`src/tae_pkg.sv`:
```
// constants shared by the timer channel and its prescaler
// assumes a 32-bit classic wishbone bus with byte addresses
package tae_pkg;

  // ----------------------------------------------------------------
  // register indices (byte address is four times the index)
  // ----------------------------------------------------------------
  localparam logic [9:0] MODE_IDX = 10'h336;
  localparam logic [9:0] START_IDX = 10'h300;
  localparam logic [9:0] COUNT_IDX = 10'h310;
  localparam logic [9:0] CFG_IDX = 10'h320;

  // ----------------------------------------------------------------
  // mode register fields
  // ----------------------------------------------------------------
  localparam int MODE_OP_LSB = 0;
  localparam int MODE_PULSE_BIT = 2;
  localparam int MODE_EDGE_BIT = 3;
  localparam int MODE_GATE_ON_BIT = 4;
  localparam int MODE_RSVD_BIT = 5;
  localparam int MODE_FREERUN_BIT = 6;
  localparam int MODE_SRC_LSB = 6;
  localparam logic [1:0] OP_TIMER = 2'h0;
  localparam logic [1:0] OP_EVENT = 2'h1;
  localparam logic [1:0] SRC_DIV1_2 = 2'h0;
  localparam logic [1:0] SRC_DIV8 = 2'h1;
  localparam logic [1:0] SRC_DIV32 = 2'h2;
  localparam logic [1:0] SRC_SUB32 = 2'h3;

  // ----------------------------------------------------------------
  // start and configuration register fields
  // ----------------------------------------------------------------
  localparam int START_BIT = 0;
  localparam int CFG_OVERRIDE_BIT = 0;
  localparam int CFG_HALVE_BIT = 1;
  localparam int CFG_UP_BIT = 2;
  localparam int CFG_EVSRC_LSB = 3;
  localparam int CFG_POLINV_BIT = 5;
  localparam logic [1:0] EV_PIN = 2'h0;
  localparam logic [1:0] EV_TB2 = 2'h1;
  localparam logic [1:0] EV_PREV = 2'h2;
  localparam logic [1:0] EV_NEXT = 2'h3;

  // ----------------------------------------------------------------
  // reset values and counts
  // ----------------------------------------------------------------
  localparam logic [7:0] MODE_RST = 8'h00;
  localparam logic [7:0] CFG_RST = 8'h00;
  localparam logic [15:0] COUNT_RST = 16'h0000;
  localparam logic [15:0] COUNT_MAX = 16'hffff;
  localparam logic [4:0] PRESC_RST = 5'h00;

endpackage : tae_pkg

```
`src/tae_prescaler.sv`:
```
// free-running divider giving one-cycle ticks at /2, /8 and /32
// assumes the peripheral clock as its only clock
module tae_prescaler (
  // clock and reset
  input wire logic clk,
  input wire logic reset,
  // ticks
  output logic tick_div2,
  output logic tick_div8,
  output logic tick_div32
);

  logic [4:0] div_ff;
  logic [4:0] nxt_div;
  logic t2_ff, t8_ff, t32_ff;
  logic nxt_t2, nxt_t8, nxt_t32;

  always_comb begin
    nxt_div = div_ff + 5'h01;
    nxt_t2 = (div_ff[0] == 1'b1);
    nxt_t8 = (div_ff[2:0] == 3'h7);
    nxt_t32 = (div_ff == 5'h1f);
  end

  always_ff @(posedge clk or posedge reset) begin
    if (reset) begin
      div_ff <= tae_pkg::PRESC_RST;
      t2_ff <= 1'b0;
      t8_ff <= 1'b0;
      t32_ff <= 1'b0;
    end else begin
      div_ff <= nxt_div;
      t2_ff <= nxt_t2;
      t8_ff <= nxt_t8;
      t32_ff <= nxt_t32;
    end
  end

  assign tick_div2 = t2_ff;
  assign tick_div8 = t8_ff;
  assign tick_div32 = t32_ff;

endmodule // tae_prescaler

```
`src/tae_channel.sv`:
```
// one 16-bit timer channel: timer mode and event counter mode
// assumes neighbour/timer b2 events are one-cycle pulses on clk;
// channel_input_pin and subclock_div32 are asynchronous
//
// Chosen here: the Wishbone interface to the registers.

// Operation
// mode field 00 in bits 1..0 selects timer mode.
// pulse-out select 0 leaves output pin as I/O, 1 drives pulse.
// gate 0x off, 10 counts while input low, 11 while high.
// software keeps mode bit 5 zero in timer mode.
// source field 00 div1/div2, 01 div8, 10 div32, 11 subclock/32.
// source field used only while source override bit is 0.
// halve-select bit picks div1 or div2 when source is 00.
// event mode counts selectable input edges or timer b2 events.
// event mode may count previous or next channel wrap events.
// event mode direction up or down chosen by software.
// reload type reloads on wrap; free-run keeps counting.
// reload n gives FFFFh-n+1 up counts, n+1 down counts.
// start bit 1 starts counting, 0 stops it.
// event mode raises interrupt request on every wrap.
// input pin is count input; counter reads return live count.
// write stopped loads reload and counter; running, reload only.
// pulse output inverts each wrap, low while stopped.
// inverted polarity drives output high while stopped.
// timer mode decrements and reloads on each underflow.
// mode field 01 selects event counter mode.
// event mode bit 3: 0 falling, 1 rising edge counted.
// event mode bit 6: 0 reload type, 1 free-run type.
// gate and count input pins synchronised before use.
module tae_channel (
  // clock and reset
  input wire logic clk,
  input wire logic reset,
  // wishbone slave
  input wire logic wb_cyc_i,
  input wire logic wb_stb_i,
  input wire logic wb_we_i,
  input wire logic [11:0] wb_adr_i,
  input wire logic [3:0] wb_sel_i,
  input wire logic [31:0] wb_dat_i,
  output logic [31:0] wb_dat_o,
  output logic wb_ack_o,
  // pins
  input wire logic channel_input_pin,
  input wire logic subclock_div32,
  output logic channel_output_pin,
  output logic channel_output_pin_oe,
  // neighbouring timers
  input wire logic tb2_wrap_i,
  input wire logic prev_wrap_i,
  input wire logic next_wrap_i,
  output logic wrap_o,
  // interrupt request
  output logic irq_o
);

  // ----------------------------------------------------------------
  // helpers
  // ----------------------------------------------------------------
  function automatic logic [7:0] merge_byte(input logic [7:0] old_v,
                                            input logic [7:0] new_v,
                                            input logic en);
    merge_byte = en ? new_v : old_v;
  endfunction

  // ----------------------------------------------------------------
  // declarations
  // ----------------------------------------------------------------
  logic ack_ff, nxt_ack;
  logic [31:0] rdat_ff, nxt_rdat;
  logic [7:0] mode_ff, nxt_mode;
  logic [7:0] cfg_ff, nxt_cfg;
  logic start_ff, nxt_start;
  logic [15:0] reload_ff, nxt_reload;
  logic [15:0] count_ff, nxt_count;
  logic out_lvl_ff, nxt_out_lvl;
  logic wrap_ff, nxt_wrap;
  logic irq_ff, nxt_irq;
  logic in_s1_ff, in_s2_ff, in_s3_ff;
  logic sub_s1_ff, sub_s2_ff, sub_s3_ff;
  logic tick_div2, tick_div8, tick_div32;
  logic [9:0] idx;
  logic wr_go;
  logic wr_mode, wr_cfg, wr_start, wr_count;
  logic [15:0] wr_count_val;
  logic sub_tick;
  logic src_tick;
  logic gate_ok;
  logic ext_edge;
  logic ev_tick;
  logic count_tick;
  logic is_timer, is_event;
  logic count_up;
  logic at_wrap;

  // ----------------------------------------------------------------
  // input synchronisers
  // ----------------------------------------------------------------
  always_ff @(posedge clk or posedge reset) begin
    if (reset) begin
      in_s1_ff <= 1'b0;
      in_s2_ff <= 1'b0;
      in_s3_ff <= 1'b0;
      sub_s1_ff <= 1'b0;
      sub_s2_ff <= 1'b0;
      sub_s3_ff <= 1'b0;
    end else begin
      in_s1_ff <= channel_input_pin;
      in_s2_ff <= in_s1_ff;
      in_s3_ff <= in_s2_ff;
      sub_s1_ff <= subclock_div32;
      sub_s2_ff <= sub_s1_ff;
      sub_s3_ff <= sub_s2_ff;
    end
  end

  // ----------------------------------------------------------------
  // count sources
  // ----------------------------------------------------------------
  tae_prescaler u_presc (
    .clk(clk),
    .reset(reset),
    .tick_div2(tick_div2),
    .tick_div8(tick_div8),
    .tick_div32(tick_div32)
  );

  assign sub_tick = sub_s2_ff & ~sub_s3_ff;
  assign is_timer = (mode_ff[tae_pkg::MODE_OP_LSB +: 2] == tae_pkg::OP_TIMER);
  assign is_event = (mode_ff[tae_pkg::MODE_OP_LSB +: 2] == tae_pkg::OP_EVENT);
  assign count_up = is_event & cfg_ff[tae_pkg::CFG_UP_BIT];

  always_comb begin
    src_tick = 1'b1;
    if (cfg_ff[tae_pkg::CFG_OVERRIDE_BIT]) begin
      // override path: undivided clock stands in for the external selector
      src_tick = 1'b1;
    end else begin
      case (mode_ff[tae_pkg::MODE_SRC_LSB +: 2])
        tae_pkg::SRC_DIV1_2: src_tick = cfg_ff[tae_pkg::CFG_HALVE_BIT] ? tick_div2 : 1'b1;
        tae_pkg::SRC_DIV8: src_tick = tick_div8;
        tae_pkg::SRC_DIV32: src_tick = tick_div32;
        default: src_tick = sub_tick;
      endcase
    end
    // gate level compares against bit 3: 0 counts on low, 1 on high
    gate_ok = ~mode_ff[tae_pkg::MODE_GATE_ON_BIT] |
              (in_s2_ff == mode_ff[tae_pkg::MODE_EDGE_BIT]);
    ext_edge = mode_ff[tae_pkg::MODE_EDGE_BIT] ? (in_s2_ff & ~in_s3_ff)
                                               : (~in_s2_ff & in_s3_ff);
    case (cfg_ff[tae_pkg::CFG_EVSRC_LSB +: 2])
      tae_pkg::EV_PIN: ev_tick = ext_edge;
      tae_pkg::EV_TB2: ev_tick = tb2_wrap_i;
      tae_pkg::EV_PREV: ev_tick = prev_wrap_i;
      default: ev_tick = next_wrap_i;
    endcase
    count_tick = start_ff & ((is_timer & src_tick & gate_ok) | (is_event & ev_tick));
    at_wrap = count_up ? (count_ff == tae_pkg::COUNT_MAX) : (count_ff == 16'h0000);
  end

  // ----------------------------------------------------------------
  // bus decode
  // ----------------------------------------------------------------
  // writes land on the edge where the master sees ack
  assign idx = wb_adr_i[11:2];
  assign wr_go = wb_cyc_i & wb_stb_i & wb_we_i & ack_ff;

  always_comb begin
    wr_mode = 1'b0;
    wr_cfg = 1'b0;
    wr_start = 1'b0;
    wr_count = 1'b0;
    if (idx == tae_pkg::MODE_IDX) begin
      wr_mode = wr_go & wb_sel_i[0];
    end else if (idx == tae_pkg::CFG_IDX) begin
      wr_cfg = wr_go & wb_sel_i[0];
    end else if (idx == tae_pkg::START_IDX) begin
      wr_start = wr_go & wb_sel_i[0];
    end else if (idx == tae_pkg::COUNT_IDX) begin
      wr_count = wr_go & (wb_sel_i[1:0] != 2'h0);
    end
    wr_count_val = {merge_byte(reload_ff[15:8], wb_dat_i[15:8], wb_sel_i[1]),
                    merge_byte(reload_ff[7:0], wb_dat_i[7:0], wb_sel_i[0])};
  end

  always_comb begin
    nxt_ack = wb_cyc_i & wb_stb_i & ~ack_ff;
    nxt_rdat = 32'h0000_0000;
    if (idx == tae_pkg::MODE_IDX) begin
      nxt_rdat = {24'h00_0000, mode_ff};
    end else if (idx == tae_pkg::CFG_IDX) begin
      nxt_rdat = {24'h00_0000, cfg_ff};
    end else if (idx == tae_pkg::START_IDX) begin
      nxt_rdat = {31'h0000_0000, start_ff};
    end else if (idx == tae_pkg::COUNT_IDX) begin
      nxt_rdat = {16'h0000, count_ff};
    end
  end

  always_ff @(posedge clk or posedge reset) begin
    if (reset) begin
      ack_ff <= 1'b0;
      rdat_ff <= 32'h0000_0000;
    end else begin
      ack_ff <= nxt_ack;
      rdat_ff <= nxt_rdat;
    end
  end

  // ----------------------------------------------------------------
  // control registers
  // ----------------------------------------------------------------
  always_comb begin
    nxt_mode = mode_ff;
    nxt_cfg = cfg_ff;
    nxt_start = start_ff;
    // bit 5 is stored as written; software keeps it 0 in timer mode
    if (wr_mode) begin
      nxt_mode = wb_dat_i[7:0];
    end
    if (wr_cfg) begin
      nxt_cfg = {2'h0, wb_dat_i[5:0]};
    end
    if (wr_start) begin
      nxt_start = wb_dat_i[tae_pkg::START_BIT];
    end
  end

  always_ff @(posedge clk or posedge reset) begin
    if (reset) begin
      mode_ff <= tae_pkg::MODE_RST;
      cfg_ff <= tae_pkg::CFG_RST;
      start_ff <= 1'b0;
    end else begin
      mode_ff <= nxt_mode;
      cfg_ff <= nxt_cfg;
      start_ff <= nxt_start;
    end
  end

  // ----------------------------------------------------------------
  // counter, reload and pulse output
  // ----------------------------------------------------------------
  always_comb begin
    nxt_reload = reload_ff;
    nxt_count = count_ff;
    nxt_wrap = 1'b0;
    nxt_irq = 1'b0;
    nxt_out_lvl = out_lvl_ff;
    if (count_tick) begin
      if (at_wrap) begin
        nxt_wrap = 1'b1;
        nxt_irq = 1'b1;
        nxt_out_lvl = ~out_lvl_ff;
        if (is_event & mode_ff[tae_pkg::MODE_FREERUN_BIT]) begin
          nxt_count = count_up ? 16'h0000 : tae_pkg::COUNT_MAX;
        end else begin
          nxt_count = reload_ff;
        end
      end else begin
        nxt_count = count_up ? count_ff + 16'h0001 : count_ff - 16'h0001;
      end
    end
    if (!start_ff) begin
      nxt_out_lvl = 1'b0;
    end
    if (wr_count) begin
      nxt_reload = wr_count_val;
      if (!start_ff) begin
        nxt_count = wr_count_val;
      end
    end
  end

  always_ff @(posedge clk or posedge reset) begin
    if (reset) begin
      reload_ff <= tae_pkg::COUNT_RST;
      count_ff <= tae_pkg::COUNT_RST;
      out_lvl_ff <= 1'b0;
      wrap_ff <= 1'b0;
      irq_ff <= 1'b0;
    end else begin
      reload_ff <= nxt_reload;
      count_ff <= nxt_count;
      out_lvl_ff <= nxt_out_lvl;
      wrap_ff <= nxt_wrap;
      irq_ff <= nxt_irq;
    end
  end

  // ----------------------------------------------------------------
  // pin drivers, registered so outputs come straight off flops
  // ----------------------------------------------------------------
  logic pin_ff, nxt_pin;
  logic pin_oe_ff, nxt_pin_oe;

  always_comb begin
    nxt_pin = nxt_out_lvl ^ nxt_cfg[tae_pkg::CFG_POLINV_BIT];
    nxt_pin_oe = nxt_mode[tae_pkg::MODE_PULSE_BIT];
  end

  always_ff @(posedge clk or posedge reset) begin
    if (reset) begin
      pin_ff <= 1'b0;
      pin_oe_ff <= 1'b0;
    end else begin
      pin_ff <= nxt_pin;
      pin_oe_ff <= nxt_pin_oe;
    end
  end

  assign wb_ack_o = ack_ff;
  assign wb_dat_o = rdat_ff;
  assign channel_output_pin = pin_ff;
  assign channel_output_pin_oe = pin_oe_ff;
  assign wrap_o = wrap_ff;
  assign irq_o = irq_ff;

endmodule // tae_channel

```
`config.mk`:
```
export PLATFORM = sky130hd
export DESIGN_NAME = tae_channel
export DESIGN_NICKNAME = d
export VERILOG_FILES = /design/src/tae_pkg.sv /design/src/tae_prescaler.sv /design/src/tae_channel.sv
export SDC_FILE = /design/constraint.sdc
export NUM_CORES = 1
export LEC_CHECK = 0
export CAP_MARGIN = 10
export CELL_PAD_IN_SITES_DETAIL_PLACEMENT = 1
export CELL_PAD_IN_SITES_GLOBAL_PLACEMENT = 1
export CORE_ASPECT_RATIO = 1.5
export CORE_UTILIZATION = 53
export CTS_CLUSTER_DIAMETER = 40
export DETAILED_ROUTE_END_ITERATION = 6
export DONT_BUFFER_PORTS = 1
export HOLD_SLACK_MARGIN = 0.1
export PLACE_DENSITY_LB_ADDON = 0.25
export SYNTH_ARGS = -nofsm -noshare
export SYNTH_HDL_FRONTEND = slang
export SYNTH_SLANG_ARGS = --single-unit
```
`constraint.sdc`:
```
create_clock -name clk -period 4.3 [get_ports clk]
set_clock_uncertainty 0.05 [all_clocks]
set_input_delay 0.215 -clock clk [delete_from_list [all_inputs] [get_ports clk]]
set_output_delay 0.215 -clock clk [all_outputs]
set_load 0.01 [all_outputs]
```
==> flow_summary.yaml <==
die:
  die_w_um: 77.5
  io_pins: 95
  initial_utilization_pct: 55.5
  rows: 40
  die_area_um2: 8930
  die_y_um: 115
  core_area_um2: 8160
yosys:
  synth_cell_types: 57
  ys_seq_elements: 81
  synth.top_cells.by_area: "dfrtp_1 (45%), mux2_2 (8.5%), ha_1 (5.2%)"
  syn_inst: 414
  postSynth.asyncResetShare_pct: 100
  synth_flop_cell: "dfrtp_1"
  yosysWarnings: 0
  synth.top_cell.area_share_pct: 44.8
  ys_seq_area_share_pct: 44.8
  syn_avg_cell_area_um2: 10.9
  synth_edf_count: 0
  syn-cell-area_um2: 4530
  yosys.area.top_type: "dfrtp_1"
final_layout:
  antenna_cells: 0
  layout_commonest_cell: "dfrtp_1"
  fill_cells: 841
  nets: 516
  drive_above_1_share_pct: 15.3
  final_cell_area_um2: 5120
  syn_to_final_growth_pct: 13.1
  most-common-layout-cells: "dfrtp_1 (81), mux2_2 (34), a21oi_1 (33)"
power_and_ir_drop:
  internal_power_uw: 1750
  p_total_uw: 2710
  power_density_nw_per_um2: 529
  leakage_uw: 0.00235
  power_switching_uw: 960
  swShare_pct: 35.4
  peakVddDrop_mv: 0.286
  p_clk_share_pct: 29.5
  p_seq_share_pct: 36.5
  combPwrFrac_pct: 34.0
hold_path:
  hold_path_class: "in -> reg"
clock_network:
  h-tree-depth: 3
  cts_made_buffers: 9
  cts_setup_buffers: 0
  clk_path_buf_depth: 2
  path_clk_slew_ps: 60
  cts_sinks: 81
  cts-root-buf: "clkbuf_16"
  cts_tree: "done"
  clock_latency_ps: 340
  post_cts_resized: 0
  cts_hold_buf: 25
placement:
  globalplace.congestion: 0.834
  hpwl_um: 8370
  io_buffers: 0
  placed_area_um2: 4570
global_routing:
  grt_max_degree: 52
  grt_pass1_vias: 3852
  grt_pass1_wl_um: 21100
  overflow: 0
  antenna_found_initial: 0
  track_usage_pct: 32.0
critical_path:
  critPathLaunchType: "flip-flop"
  crit_path_end_kind: "flip-flop"
  critPathRequiredTime_ps: 4470
  critical_path_class: "reg -> reg"
  cp.arrival_ps: 3670
  worstPathMaxFanout: 19
sta:
  rsz0062_at_grt: "no"
  drv_slew: 0
  fin_crit_ps: 3500
  setup-tns-final_ps: 0
  slew_headroom_pct: 21.4
  worst_pin_slew_ps: 1170
  hold_viol: 0
  whs_ps: 131
  fin_crit_sh_pct: 81.5
  setup_viol_count_final: 0
  clock.fmax_mhz: 285
run:
  max_cap_violations: 0
run_status:
  status: "complete, no violations"
detailed_routing:
  drtIter0Drc: 235
  wl_per_cell_um: 23.9
  drc: 0
  viasPerCell: 6.39
  drtPass1Iterations: 4
  ant_nets: 0
  route.vias.total: 3499
  totalWireLength_um: 13100
==> synthesized netlist by cell type, types with 3 or more instances <==
library cell / count
dfrtp_1: 81
mux2_2: 34
a21oi_1: 33
ha_1: 19
buf_4: 18
nor2_1: 18
o21ai_0: 18
mux2i_1: 15
nand2_1: 13
a211oi_1: 12
inv_1: 12
and2_1: 11
clkbuf_1: 9
nor3_1: 9
xnor2_1: 9
xor2_1: 8
a2111oi_0: 6
a21o_1: 6
nand4_1: 6
nor4_1: 6
a211o_1: 5
a222oi_1: 5
nand2b_1: 5
o211ai_1: 4
a221o_1: 3
a31oi_1: 3
and3_1: 3
nand3_1: 3
nor2b_1: 3
nor3b_1: 3
o22ai_1: 3
==> final timing paths <==
kind                                   from      endpoint  slack (ps)  depth (start not counted)
min in group asynchronous             reset  reload_ff[7]         440                          2
worst max-delay path             mode_ff[0]  count_ff[13]         800                         10
worst min-delay path            wb_dat_i[2]   count_ff[2]         130                          2
max in group asynchronous             reset      start_ff        2840                          3
worst max register to register   mode_ff[0]  count_ff[13]         800                         10
worst min register to register     in_s1_ff      in_s2_ff         320                          0
==> worst max-delay path: stages (launching register included) <==
cell and delay (ps):
dfrtp_1 450, nor2b_1 260, nand2_1 530, ha_1 580, a21oi_1 250, o21ai_0 140
a21o_1 200, a221o_1 370, a31oi_1 200, xor2_1 230, a21oi_1 100
==> routing by layer <==
| layer | GRT usage, % | part of all wire (%) |
|---|---|---|
| met1 | 34.3 | 37 |
| met2 | 57.9 | 55 |
| met3 | 5.00 | 2.9 |
| met4 | 21.0 | 5.2 |
| met5 | 0 | 0 |
==> kinds of logic (layout without fill, tap and decap cells) <==
group	Yosys count	count (layout)	synth area share, %
xor+xnor	17	17	3.29
flops	81	81	44.8
compound gates	110	110	16.4
simple gates	93	93	12.2
other cells	1	16	0.0828
mux	50	50	12.3
fa+ha+maj	20	20	5.69
buf+inv	42	56	5.30
==> power by group through the flow <==
stage,Clock [uW],Sequential (uW),Combinational [uW]
detailed placement,0,999,874
global route,833,1000,1020
global placement,0,996,840
CTS,802,987,915
finish,799,989,922
floorplan,0,941,708
==> layout make-up <==
cell class	count	area (um2)	area share (%)
Multi-Input combinational cell	306	2340	45.7
Sequential cell	81	2030	39.6
Timing Repair Buffer	28	273	5.33
Clock buffer	12	256	5.01
Tap cell	105	131	2.57
Clock inverter	4	48.8	0.953
Inverter	12	46.3	0.904
==> metrics by stage <==
| stage | instances | worst slack, ps | utilization (%) |
|---|---|---|---|
| after floorplan | 429 | 1540 | - |
| after global placement | 507 | 961 | 56.0 |
| after detailed placement | 507 | 908 | 56.0 |
| after CTS | 548 | 885 | 62.8 |
| after global routing | 548 | 596 | 62.8 |
| final | 548 | 797 | 62.8 |
==> flip-flops by register name (all words and copies together) (netlist names), 5 cells and up <==
name / cells
u_presc.div_ff: 5
cfg_ff: 6
reload_ff: 16
mode_ff: 7
wb_dat_o: 16
count_ff: 16
Note: power is estimated with default switching activity, not from simulation.
